<file path="src/logic/sirc_pkg.sv">
package sirc_pkg;
    // Register indices
    localparam logic [15:0] ADDR_TBL_CMD = 16'h1811;
    localparam logic [15:0] ADDR_TBL_WDATA = 16'h1812;
    localparam logic [15:0] ADDR_TBL_RDATA = 16'h1813;
    localparam logic [15:0] ADDR_TBL_STATUS = 16'h1814;
    localparam logic [15:0] ADDR_GLOBAL_CFG = 16'h1840;
    localparam logic [15:0] ADDR_PORT_CFG = 16'h1841;
    localparam logic [15:0] ADDR_PORT_STATE = 16'h1843;
    localparam logic [15:0] ADDR_ADMIT = 16'h1850;
    // Global ingress config fields
    localparam int G_VLAN_EN = 0;
    localparam int G_VL_HIGHER = 1;
    localparam int G_USE_PREC = 2;
    localparam int G_DROP_UNK = 3;
    localparam int G_FILT_MC = 4;
    localparam int G_DA_HIGHEST = 5;
    localparam int G_CNT_TEST = 6;
    localparam int G_IGMP_EN = 7;
    localparam int G_USE_IP = 9;
    localparam int G_IGMP_LSB = 10;
    localparam int G_ECHO = 13;
    localparam int G_WIDTH = 14;
    localparam logic [13:0] G_RESET = 14'h0006;
    // Per-port config fields
    localparam int P_LEARN_LSB = 3;
    localparam logic [5:0] P_RESET = 6'h38;
    localparam logic [5:0] STATE_RESET = 6'h00;
    localparam logic [2:0] ADMIT_RESET = 3'h0;
    // Table command fields
    localparam int C_RNW = 7;
    localparam logic [7:0] C_MASK = 8'hBF;
    localparam int TBL_IDX_W = 6;
    localparam int TBL_PRI_W = 3;
    localparam logic [3:0] TBL_ACCESS_CYCLES = 4'h2;
    // Spanning tree states
    localparam logic [1:0] STP_FORWARD = 2'h0;
    localparam logic [1:0] STP_BLOCK = 2'h1;
    localparam logic [1:0] STP_LEARN = 2'h2;
    localparam logic [1:0] STP_LISTEN = 2'h3;
    // Counter read pattern in test mode
    localparam logic [31:0] CNT_TEST_PATTERN = 32'h07FF_FFFC;
    // Table access states
    typedef enum logic [1:0] {
        SIRC_TBL_IDLE = 2'b01,
        SIRC_TBL_BUSY = 2'b10
    } sirc_tbl_state_t;
endpackage

</file>
<file path="src/logic/sirc_top.sv">
`timescale 1ns/1ps
module sirc_top #(
    parameter int NUM_PORTS = 3,
    parameter int TBL_DEPTH = 64
) (
    // Clock and reset
    input wire logic clk,
    input wire logic rst_n,
    // Register port
    input wire logic [15:0] reg_addr,
    input wire logic [31:0] reg_wdata,
    input wire logic reg_wr,
    input wire logic reg_rd,
    output logic [31:0] reg_rdata,
    // Packet descriptor from the forwarding engine
    input wire logic pkt_valid,
    input wire logic [1:0] pkt_port,
    input wire logic pkt_da_found,
    input wire logic pkt_da_static,
    input wire logic [2:0] pkt_da_pri,
    input wire logic [NUM_PORTS-1:0] pkt_da_ports,
    input wire logic pkt_mcast,
    input wire logic pkt_bcast,
    input wire logic pkt_tagged,
    input wire logic [2:0] pkt_vlan_pri,
    input wire logic [NUM_PORTS-1:0] pkt_vlan_members,
    input wire logic pkt_ipv4,
    input wire logic pkt_ipv6,
    input wire logic [7:0] pkt_tos,
    input wire logic pkt_igmp,
    input wire logic [2:0] pkt_default_pri,
    // Decision to the forwarding engine
    output logic res_valid,
    output logic res_drop,
    output logic [NUM_PORTS-1:0] res_dest,
    output logic [2:0] res_pri,
    output logic res_learn,
    // Statistics counter read hook
    input wire logic cnt_rd,
    output logic [31:0] cnt_after_read
);
    import sirc_pkg::*;

    // Elaboration guard, the logic serves three ports and a 64-entry table
    if (NUM_PORTS != 3 || TBL_DEPTH != 64) begin : g_bad_size
        $error("sirc_top supports three ports and a 64-entry table only");
    end

    // Port bit pick
    function automatic logic port_bit(input logic [2:0] vec, input logic [1:0] idx);
        port_bit = (idx < 2'd3) ? vec[idx] : 1'b0;
    endfunction

    logic [G_WIDTH-1:0] global_ingress_config;
    logic [5:0] per_port_ingress_config;
    logic [5:0] spanning_tree_state_reg;
    logic [2:0] admit_non_member_reg;
    logic [7:0] priority_table_command;
    logic [TBL_PRI_W-1:0] tbl_wdata;
    logic [TBL_PRI_W-1:0] tbl_rdata;
    logic [TBL_PRI_W-1:0] prio_tbl [TBL_DEPTH];
    sirc_tbl_state_t tbl_state;
    sirc_tbl_state_t next_tbl_state;
    logic [3:0] tbl_cnt;
    logic pending;

    // Register write decode
    wire wr_global = reg_wr && reg_addr == ADDR_GLOBAL_CFG;
    wire wr_port = reg_wr && reg_addr == ADDR_PORT_CFG;
    wire wr_state = reg_wr && reg_addr == ADDR_PORT_STATE;
    wire wr_admit = reg_wr && reg_addr == ADDR_ADMIT;
    wire wr_wdata = reg_wr && reg_addr == ADDR_TBL_WDATA;
    wire wr_cmd = reg_wr && reg_addr == ADDR_TBL_CMD;
    wire tbl_start = wr_cmd && tbl_state == SIRC_TBL_IDLE;
    wire tbl_done = tbl_state == SIRC_TBL_BUSY && tbl_cnt == 4'h1;
    wire [TBL_IDX_W-1:0] tbl_idx = priority_table_command[TBL_IDX_W-1:0];

    // Configuration registers, bits above each register's width never stored
    always_ff @(posedge clk or negedge rst_n) begin
        if (!rst_n) begin
            global_ingress_config <= G_RESET;
            per_port_ingress_config <= P_RESET;
            spanning_tree_state_reg <= STATE_RESET;
            admit_non_member_reg <= ADMIT_RESET;
            tbl_wdata <= '0;
        end else begin
            if (wr_global) global_ingress_config <= reg_wdata[G_WIDTH-1:0];
            if (wr_port) per_port_ingress_config <= reg_wdata[5:0];
            if (wr_state) spanning_tree_state_reg <= reg_wdata[5:0];
            if (wr_admit) admit_non_member_reg <= reg_wdata[2:0];
            if (wr_wdata) tbl_wdata <= reg_wdata[TBL_PRI_W-1:0];
        end
    end

    // Table access sequencer
    always_comb begin
        next_tbl_state = tbl_state;
        unique case (tbl_state)
            SIRC_TBL_IDLE: if (tbl_start) next_tbl_state = SIRC_TBL_BUSY;
            SIRC_TBL_BUSY: if (tbl_done) next_tbl_state = SIRC_TBL_IDLE;
            default: next_tbl_state = SIRC_TBL_IDLE;
        endcase
    end

    always_ff @(posedge clk or negedge rst_n) begin
        if (!rst_n) begin
            tbl_state <= SIRC_TBL_IDLE;
            tbl_cnt <= '0;
            priority_table_command <= '0;
        end else begin
            tbl_state <= next_tbl_state;
            if (tbl_start) begin
                priority_table_command <= reg_wdata[7:0] & C_MASK;
                tbl_cnt <= TBL_ACCESS_CYCLES;
            end else if (tbl_cnt != 4'h0) begin
                tbl_cnt <= tbl_cnt - 4'h1;
            end
        end
    end

    assign pending = tbl_state == SIRC_TBL_BUSY;

    // Table storage, written or read at the end of an access
    always_ff @(posedge clk) begin
        if (tbl_done && !priority_table_command[C_RNW]) prio_tbl[tbl_idx] <= tbl_wdata;
    end

    always_ff @(posedge clk or negedge rst_n) begin
        if (!rst_n) tbl_rdata <= '0;
        else if (tbl_done && priority_table_command[C_RNW]) tbl_rdata <= prio_tbl[tbl_idx];
    end

    // Register read mux, reserved bits zero
    logic [31:0] next_rdata;
    always_comb begin
        next_rdata = 32'h0000_0000;
        unique case (reg_addr)
            ADDR_TBL_CMD: next_rdata[7:0] = priority_table_command;
            ADDR_TBL_WDATA: next_rdata[TBL_PRI_W-1:0] = tbl_wdata;
            ADDR_TBL_RDATA: next_rdata[TBL_PRI_W-1:0] = tbl_rdata;
            ADDR_TBL_STATUS: next_rdata[0] = pending;
            ADDR_GLOBAL_CFG: next_rdata[G_WIDTH-1:0] = global_ingress_config;
            ADDR_PORT_CFG: next_rdata[5:0] = per_port_ingress_config;
            ADDR_PORT_STATE: next_rdata[5:0] = spanning_tree_state_reg;
            ADDR_ADMIT: next_rdata[2:0] = admit_non_member_reg;
            default: next_rdata = 32'h0000_0000;
        endcase
    end

    always_ff @(posedge clk or negedge rst_n) begin
        if (!rst_n) reg_rdata <= '0;
        else if (reg_rd) reg_rdata <= next_rdata;
    end

    // Global control bits
    wire vlan_en = global_ingress_config[G_VLAN_EN];
    wire vl_higher = global_ingress_config[G_VL_HIGHER];
    wire use_prec = global_ingress_config[G_USE_PREC];
    wire drop_unk = global_ingress_config[G_DROP_UNK];
    wire filt_mc = global_ingress_config[G_FILT_MC];
    wire da_highest = global_ingress_config[G_DA_HIGHEST];
    wire cnt_test = global_ingress_config[G_CNT_TEST];
    wire igmp_en = global_ingress_config[G_IGMP_EN];
    wire use_ip = global_ingress_config[G_USE_IP];
    wire [2:0] igmp_ports = global_ingress_config[G_IGMP_LSB +: 3];
    wire echo_en = global_ingress_config[G_ECHO];

    // Per-packet port attributes
    wire [2:0] src_map = 3'h1 << pkt_port;
    wire [1:0] port_state = spanning_tree_state_reg[2*pkt_port +: 2];
    wire learn_bit = port_bit(per_port_ingress_config[P_LEARN_LSB +: 3], pkt_port);
    wire check_bit = port_bit(per_port_ingress_config[2:0], pkt_port);
    wire admit_bit = port_bit(admit_non_member_reg, pkt_port);
    wire ingress_member = port_bit(pkt_vlan_members, pkt_port);

    // Learning qualification
    wire learn_ok = learn_bit && (port_state == STP_FORWARD || port_state == STP_LEARN);

    // Unknown destination filters
    wire unk_uc_drop = drop_unk && !pkt_da_found && !pkt_mcast && !pkt_bcast;
    wire unk_mc_drop = filt_mc && !pkt_da_found && pkt_mcast && !pkt_bcast;

    // Group-management monitoring and destination set
    wire igmp_hit = igmp_en && pkt_ipv4 && pkt_igmp;
    wire [2:0] base_dest = pkt_da_found ? pkt_da_ports : 3'h7;
    wire [2:0] sel_dest = igmp_hit ? igmp_ports : base_dest;
    wire echo_ok = igmp_hit && echo_en;
    wire [2:0] final_dest = echo_ok ? sel_dest : (sel_dest & ~src_map);

    // VLAN membership checks
    wire check_on = vlan_en && check_bit;
    wire ingress_fail = check_on && !ingress_member && !admit_bit;
    wire egress_fail = check_on && pkt_da_found && |(final_dest & ~pkt_vlan_members);
    wire drop_now = unk_uc_drop || unk_mc_drop || ingress_fail || egress_fail;

    // Transmit priority selection
    wire [2:0] ip_pri = (pkt_ipv4 && use_prec) ? pkt_tos[7:5] : prio_tbl[pkt_tos[7:2]];
    wire ip_ok = use_ip && (pkt_ipv4 || pkt_ipv6);
    wire vlan_ok = vlan_en && pkt_tagged;
    wire da_ok = da_highest && pkt_da_found && pkt_da_static;
    logic [2:0] pick_pri;
    always_comb begin
        pick_pri = pkt_default_pri;
        if (da_ok) pick_pri = pkt_da_pri;
        else if (vlan_ok && (vl_higher || !ip_ok)) pick_pri = pkt_vlan_pri;
        else if (ip_ok) pick_pri = ip_pri;
    end

    // Registered decision
    always_ff @(posedge clk or negedge rst_n) begin
        if (!rst_n) begin
            res_valid <= 1'b0;
            res_drop <= 1'b0;
            res_dest <= '0;
            res_pri <= '0;
            res_learn <= 1'b0;
        end else begin
            res_valid <= pkt_valid;
            if (pkt_valid) begin
                res_drop <= drop_now;
                res_dest <= drop_now ? 3'h0 : final_dest;
                res_pri <= pick_pri;
                res_learn <= learn_ok;
            end
        end
    end

    // Value a clear-on-read counter takes after a read
    always_ff @(posedge clk or negedge rst_n) begin
        if (!rst_n) cnt_after_read <= '0;
        else if (cnt_rd) cnt_after_read <= cnt_test ? CNT_TEST_PATTERN : 32'h0000_0000;
    end

    logic [2:0] src_q;
    logic echo_q;
    logic igmp_q;
    logic [2:0] igmp_ports_q;
    always_ff @(posedge clk or negedge rst_n) begin
        if (!rst_n) begin
            src_q <= '0;
            echo_q <= 1'b0;
            igmp_q <= 1'b0;
            igmp_ports_q <= '0;
        end else if (pkt_valid) begin
            src_q <= src_map;
            echo_q <= echo_ok;
            igmp_q <= igmp_hit && !drop_now;
            igmp_ports_q <= igmp_ports;
        end
    end
endmodule

</file>
<file path="config.mk">
export PLATFORM = sky130hd
export DESIGN_NAME = sirc_top
export DESIGN_NICKNAME = d
export VERILOG_FILES = /design/src/logic/sirc_pkg.sv /design/src/logic/sirc_top.sv
export SDC_FILE = /design/constraint.sdc
export NUM_CORES = 1
export LEC_CHECK = 0
export BUFFER_PORTS_ARGS = -buffer_cell sky130_fd_sc_hd__buf_4
export CELL_PAD_IN_SITES_DETAIL_PLACEMENT = 0
export CELL_PAD_IN_SITES_GLOBAL_PLACEMENT = 1
export CORE_MARGIN = 1.5
export CORE_UTILIZATION = 33
export DETAILED_ROUTE_END_ITERATION = 10
export PLACE_DENSITY_LB_ADDON = 0.1
export SETUP_SLACK_MARGIN = 0.4
export SLEW_MARGIN = 10
export SYNTH_ARGS = -nofsm -noshare
export SYNTH_HDL_FRONTEND = slang
export SYNTH_SLANG_ARGS = --single-unit
</file>
<file path="constraint.sdc">
create_clock -name clk -period 2.2 [get_ports clk]
set_input_delay 0.44 -clock clk [delete_from_list [all_inputs] [get_ports clk]]
set_output_delay 0.44 -clock clk [all_outputs]
set_load 0.01 [all_outputs]
</file>
-- Word level (Yosys, flattened, before mapping)
Memories as Yosys holds them, arrays and structs flattened. A register that Yosys moved wholly into a read port is not among the register bits.
Cells that the tools add are included.
- register bits: 100
- memory bits (writable): 192
- bits of input ports: 87
- output and inout port bits: 73
- logic and storage cells: 122
- memories: 1
- add/subtract/negate cells: 1
- order comparisons: 2
- eq/ne operators: 14
- shift-type cells: 2
- multiplexer cells: 33
- bitwise logic cells: 4
- reductions and logical operators: 50
- memories (name ; depth ; width ; rd ports ; clocked after memory_dff ; wr ports ; line ; source):
    prio_tbl ; 64 ; 3 ; 2 ; 1 ; 1 ; sirc_top.sv:61 ; logic [TBL_PRI_W-1:0] prio_tbl [TBL_DEPTH];
- operators by type and width (operator ; number):
    $eq 16x13->1 const B ; 8
    $logic_and 1x1->1 ; 31
    $mux 27 ; 1
    $mux 3 ; 8
    $pmux 2 s7 ; 1
    $pmux 3 s4 ; 1
    $mux 1 ; 10
    $bmux 1 s2 ; 4
    $logic_not 1->1 ; 8
    $mux 4 ; 2
    $pmux 1 s8 ; 1
    $pmux 2 s2 ; 2
    $and 3x3->3 ; 2
    $logic_or 1x1->1 ; 6
    $mux 6 ; 1
    $not 3->3 ; 2
    $shiftx 6x4->2 ; 1
    $eq 2x2->1 const B ; 2
    $eq 4x1->1 const B ; 1
    $mux 2 ; 2
    $reduce_bool 4->1 ; 1
    $sub 4x1->4 const B ; 1
    $lt 2x3->1 const B ; 1
    $reduce_or 3->1 ; 1
    other kinds (8) ; 8

-- Longest topological paths before layout
Gate-level depths: netlist (run 1).
- depth in word-level cells: 10
- depth in mapped cells: 10
- gate-level depth less buffers: 6

-- Worst setup path before layout (run 1)
No wires, ideal clock.
- kind: input to register
- start: in pkt_tos[2]
- end: reg res_pri[0]
- library setup time: 0.120 ns
- arrival: 2.259 ns
- required time: 2.080 ns
- path slack: -0.179 ns
- stages on the path: 7
- path buffers: 2
- cells stage by stage: buf_2 buf_2 mux4_2 mux4_2 nand2_1 nand4_1 and3_1
- longest elaborated chain between the ends: 5
- ends and longest elaborated chain (what ; line ; source):
    start, declared ; sirc_top.sv:29 ; input wire logic [7:0] pkt_tos,
    $mem_v2 64x3 ; - ;
    $mux 3 ; sirc_top.sv:197 ; wire [2:0] ip_pri = (pkt_ipv4 && use_prec) ? pkt_tos[7:5] : prio_tbl[pkt_tos[7:2]];
    $mux 3 ; sirc_top.sv:206 ; else if (ip_ok) pick_pri = ip_pri;
    $mux 3 ; sirc_top.sv:205 ; else if (vlan_ok && (vl_higher || !ip_ok)) pick_pri = pkt_vlan_pri;
    $mux 3 ; sirc_top.sv:204 ; if (da_ok) pick_pri = pkt_da_pri;
    end signal, assigned ; sirc_top.sv:222 ; res_pri <= pick_pri;
    end, declared ; sirc_top.sv:36 ; output logic [2:0] res_pri,
Every way passes these cells.
A chain may end at the register's enable or synchronous reset.

==> results of run 1 <==
[metal layers]
layer | part of all wire [%] | vias up | GRT usage [%]
met1 | 44 | 4945 | 30.2
met2 | 47 | 350 | 36.5
met4 | 3.4 | 0 | 9.03
met3 | 5.6 | 81 | 3.72
li1 | - | 4460 | -
met5 | 0 | - | 0
[worst reg2reg max path: stages (launching register included)]
cell and delay, ns:
dfrtp_4 0.53, buf_4 0.17, buf_4 0.15, and2_4 0.18
a22oi_1 0.15, o221ai_1 0.15, o21bai_1 0.18, buf_4 0.15
nand4_1 0.17, o32a_1 0.40
[path summary, 6_finish.rpt]
kind,start,to,cells past startpoint
max,priority_table_command[0],tbl_rdata[1],9
min,reg_wdata[12],global_ingress_config[12],2
max reg2reg,priority_table_command[0],tbl_rdata[1],9
min reg2reg,res_drop,res_drop,1
max in group asynchronous,rst_n,per_port_ingress_config[3],3
min in group asynchronous,rst_n,reg_rdata[0],2
[synth_stat cells (3+ instances only)]
cell / n
and3_1: 13
a221oi_1: 22
nand2b_1: 13
a31oi_1: 14
nand3b_1: 8
nand3_1: 26
and2_1: 7
mux2_2: 53
buf_1: 8
buf_4: 56
inv_1: 29
o21ai_0: 37
o2111ai_1: 4
dfrtp_1: 66
o21bai_1: 3
nor4_1: 3
o22ai_1: 7
nor3_1: 10
or3_1: 4
nand4_1: 6
dfstp_2: 6
a22oi_1: 23
a32o_1: 3
mux2i_1: 67
mux4_2: 47
o311ai_0: 3
nor4_4: 3
a211oi_1: 7
nor2b_1: 20
a21oi_1: 24
edfxtp_1: 192
nand2_1: 69
o221ai_1: 7
nor2_1: 84
buf_2: 17
a22o_1: 9
clkbuf_1: 28
[cell families (layout without fill, tap and decap cells)]
| kind of cell | after synthesis | count (layout) | share of synthesized area, % |
|---|---|---|---|
| DFF | 264 | 264 | 56.5 |
| other | 1 | 25 | 0.0280 |
| and+or+nand+nor | 273 | 273 | 10.2 |
| AOI/OAI and AO/OA | 189 | 189 | 10.0 |
| muxes | 167 | 167 | 17.3 |
| xor gates and xnor gates | 2 | 2 | 0.131 |
| adders and majority gates | 2 | 2 | 0.186 |
| buffers and inverters | 139 | 397 | 5.61 |
[area by class of cell]
class / count / area share [%]
clock inverters: 18 / 1.22
inverters: 30 / 0.641
multi-input cells: 658 / 33.0
clock buffers: 40 / 4.63
well taps: 525 / 3.62
flip-flops and latches: 264 / 41.8
repair buffers: 309 / 15.1
[power groups by stage]
stage,combinational (mW),sequential (mW),clock (mW)
floorplan,0.413,5.48,0
global placement,0.720,5.48,0
detailed placement,0.725,5.48,0
CTS,0.748,5.38,5.50
global route,0.824,5.39,5.69
finish,0.747,5.39,5.38
[stage by stage]
step	instances	cell area, um2	util, %
2_1_floorplan	1061	13800	-
3_3_place_gp	1744	15900	39.8
3_5_place_dp	1744	15900	39.8
4_1_cts	1828	17800	44.5
5_1_grt	1844	18100	45.5
6_report	1844	18100	45.5
[what timing repair did]
action                                  in CTS  in global routing
hold buffers                                 1                  0
resized for setup                          142                 57
gates cloned                                 0                  0
pin swaps                                   39                 32
endpoints found under the setup margin     223                222
setup buffers                               25                 16
hold endpoints to repair                    31                  0
==> qor.yml, run 1 <==
status:
  status: "finished with violations"
  violations: "negative setup slack"
clocking:
  cts_buffer_depth: 3
  cts-root-buf: "clkbuf_16"
  path_clk_slew_ns: 0.06
  cts_buffers: 31
  cts_sinks: 264
  cts_htree_levels: 1
  clock_latency_ns: 0.59
  cts_tree: "built"
sta:
  fin_ws_ns: -0.148
  relSlewSlack_pct: 48.3
  hold_viol: 0
  slew_viol_final: 0
  rsz0062_at_grt: "yes"
  worstMarginPinSlew_ns: 0.776
  fin_setup_tns_ns: -0.263
  max_freq_mhz: 426
  clock_skew_ns: 0.0355
  period_needed_ns: 2.35
  hold_ws_ns: 0.113
  min_period_over_period_pct: 107
  setup_viol: 2
drt:
  wirelength_um: 46600
  wl_per_cell_um: 25.3
  drtIter0Drc: 673
  vias: 9836
  drc: 0
  antenna_left: 0
  drt-pass1-iter-count: 5
  viasPerCell: 5.33
synthesis:
  syn_avg_cell_area_um2: 12.9
  yosys_register_bits: 264
  synth_area_leaders: "edfxtp_1 (43%), dfrtp_1 (12%), mux4_2 (7.9%)"
  ys_types: 65
  synth_cells: 1037
  synth_edf_count: 192
  ys.flop_type: "edfxtp_1"
  yosysSeqAreaShare_pct: 56.5
  yosys.area.top_type: "edfxtp_1"
  ys.warnings.count: 0
  yosysTopAreaCellShare_pct: 43.0
  netlist_area_um2: 13400
  async_flop_share_pct: 27.3
pwr:
  finalPower_mw: 11.5
  power.switching_mw: 2.56
  powerDensity_nw_per_um2: 634
  p_leak_nw: 6.58
  internal_power_mw: 8.96
  p_comb_share_pct: 6.5
  seq_power_share_pct: 46.8
  ir_drop_mv: 0.557
  clkPwrFrac_pct: 46.7
  switching_share_pct: 22.2
worst_setup_path:
  cpPeakStageDelay_ns: 0.53
  cp_cell_sequence: "buf_4 > buf_4 > and2_4 > a22oi_1 > o221ai_1 > o21bai_1 > buf_4 > nand4_1 > o32a_1"
  cp.arrival_ns: 2.79
  critical_path_class: "reg2reg"
  regToRegSetupSlack_ns: -0.15
  cp_slowest_cell: "dfrtp_4"
  path_buf_inv: 3
  cp.required_ns: 2.65
  cp_max_fo: 6
  cp_top_family: "compound AO/OA/AOI/OAI gates"
  startpoint_type: "flop"
  cp-end-kind: "flop"
  crit_top_cell: "buf_4"
global_routing:
  grt_first_pass_wirelength_um: 68700
  antenna_found_initial: 0
  grt_usage_pct: 22.6
  grt_max_degree: 66
  gr-total-overflow: 0
  grt_pass1_vias: 10200
layout:
  regArea_um2: 7590
  antenna_cells: 0
  reg_top3: "prio_tbl: 192 flops, global_ingress_config: 14 flops, reg_rdata: 14 flops"
  final_common_cell: "buf_4"
  area_growth_pct: 35.3
  largest-register: "prio_tbl"
  mostFrequentLayoutCells: "buf_4 (258), edfxtp_1 (192), mux2i_1 (64)"
  drive_gt1_share_pct: 44.9
  fillCellCount: 3648
  largest_reg_flops: 192
  finalNetCount: 1383
  multi_input_area_um2: 5980
floorplan:
  core_um2: 39900
  dieArea_um2: 41900
  die_w_um: 205
  dieHeight_um: 205
  start_util_pct: 33.6
  io_pins: 160
  rows: 73
placed_design:
  gp_congestion: 0.863
  place_hpwl_um: 34700
  dp_slack_ns: -0.324
  io_buffers: 114
worst_hold_path:
  hold_path_class: "in2reg"
job:
  maxCapViolCount: 0
Note: power is estimated with default switching activity, not from simulation.
==> inputs of run 2 (changes only) <==
CAP_MARGIN = 20   (was default)
CORE_MARGIN = 10   (was 1.5)
clock period = 2 ns   (was 2.2 ns; I/O delays follow)
==> qor.yml, run 2 (synthesized netlist as in run 1, its figures left out) <==
status:
  violations: "negative setup slack"
  status: "finished with violations"
drt:
  drtIter0Drc: 821
  antenna_left: 0
  wl_per_cell_um: 26.2
  drt-pass1-iter-count: 5
  wirelength_um: 49400
  drc: 0
  vias: 10100
  viasPerCell: 5.38
layout:
  reg_top3: "prio_tbl: 192 flops, global_ingress_config: 14 flops, reg_rdata: 14 flops"
  post-route-util_pct: 47.5
  largest-register: "prio_tbl"
  mostFrequentLayoutCells: "buf_4 (245), edfxtp_1 (192), buf_6 (68)"
  fillCellCount: 3582
  drive_gt1_share_pct: 49.2
  multi_input_area_um2: 6310
  area_growth_pct: 41.7
  finalNetCount: 1422
  largest_reg_flops: 192
  antenna_cells: 0
  regArea_um2: 7590
  final_common_cell: "buf_4"
global_routing:
  antenna_found_initial: 0
  grt_max_degree: 66
  gr-total-overflow: 0
  grt_first_pass_wirelength_um: 71900
  grt_usage_pct: 19.2
  grt_pass1_vias: 10300
clocking:
  cts_tree: "built"
  path_clk_slew_ns: 0.06
  cts_htree_levels: 1
  cts_buffer_depth: 3
  cts-root-buf: "clkbuf_16"
  cts_sinks: 264
  clock_latency_ns: 0.59
  cts_buffers: 31
sta:
  period_needed_ns: 2.24
  fin_ws_ns: -0.244
  min_period_over_period_pct: 112
  relSlewSlack_pct: 47.7
  worstMarginPinSlew_ns: 0.785
  clock_skew_ns: 0.0261
  slew_viol_final: 0
  setup_viol: 50
  max_freq_mhz: 446
  hold_ws_ns: 0.0661
  rsz0062_at_grt: "yes"
  hold_viol: 0
pwr:
  ir_drop_mv: 0.870
  powerDensity_nw_per_um2: 666
  p_leak_nw: 6.84
floorplan:
  start_util_pct: 33.5
  die_w_um: 222
  dieHeight_um: 222
  io_pins: 160
  dieArea_um2: 49100
  rows: 73
  core_um2: 40000
worst_hold_path:
  min_path_cells: 3
  hold_path_class: "in2reg"
worst_setup_path:
  cp_top_family: "multiplexers"
  cp_cell_sequence: "buf_6 > buf_4 > mux4_2 > mux2i_2 > o22a_1 > o2111ai_1 > o32a_1"
  startpoint_type: "flop"
  cp.arrival_ns: 2.69
  critical_path_class: "reg2reg"
  cp_slowest_cell: "mux4_2"
  cp_max_fo: 5
  reg2reg_depth: 7
  path_buf_inv: 2
  cp-end-kind: "flop"
  cp.required_ns: 2.44
  cpPeakStageDelay_ns: 0.51
  cp.depth: 7
placed_design:
  dp_slack_ns: -0.412
  io_buffers: 114
  place_hpwl_um: 36200
  gp_congestion: 0.867
job:
  maxCapViolCount: 0
==> run 2: final cells by class <==
cell class / count / area share, %
Tap cell: 525 / 3.46
Timing Repair Buffer: 348 / 17.3
Multi-Input combinational cell: 658 / 33.2
Clock inverter: 16 / 1.04
Sequential cell: 264 / 39.9
Inverter: 30 / 0.612
Clock buffer: 42 / 4.51
==> run 2: path summary, 6_finish.rpt <==
path,start,endpoint,slack [ns]
setup / recovery,priority_table_command[0],tbl_rdata[2],-0.24
hold / removal,reg_wdata[7],priority_table_command[7],0.07
setup reg to reg,priority_table_command[0],tbl_rdata[2],-0.24
hold reg to reg,res_drop,res_drop,0.50
max in group asynchronous,rst_n,tbl_state[0],1.17
min in group asynchronous,rst_n,reg_rdata[0],0.22
==> run 2: stage by stage <==
stage	instance area, um2	power [mW]	cells	TNS, ns
after floorplan	14300	6.51	1061	-0.221
after detailed placement	16700	6.87	1772	-17.61
after global routing	19000	13.1	1883	-5.80
after global placement	16700	6.87	1772	-17.83
after CTS	18300	12.7	1855	-0.593
final	19000	12.7	1883	-1.68
==> run 2: power by group <==
part / internal (mW) / total [mW] / switching, mW
clock: 3.52 / 5.82 / 2.31
sequential: 5.88 / 5.94 / 0.0660
combinational: 0.419 / 0.893 / 0.474
==> run 2: what timing repair did <==
item / in CTS / in global routing
cloned: 1 / 2
endpoints found under the setup margin: 240 / 270
buffers inserted: 23 / 26
pin swaps: 34 / 44
hold buffers: 1 / 0
endpoints found under the hold margin: 52 / 0
gates resized for setup: 83 / 109
==> run 2: tightest hold or removal path: cells and delay by family <==
kind / cells / cell delay, ns
simple gates: 1 / 0.04
compound gates: 1 / 0.06
buf+inv: 1 / 0.10
==> run 2: layer usage <==
layer | GRT usage [%] | vias up | share of wire (%)
met5 | 0 | - | 0
met4 | 4.75 | 0 | 2.7
li1 | - | 4569 | -
met2 | 31.2 | 355 | 48
met3 | 3.59 | 76 | 5.5
met1 | 26.0 | 5135 | 44
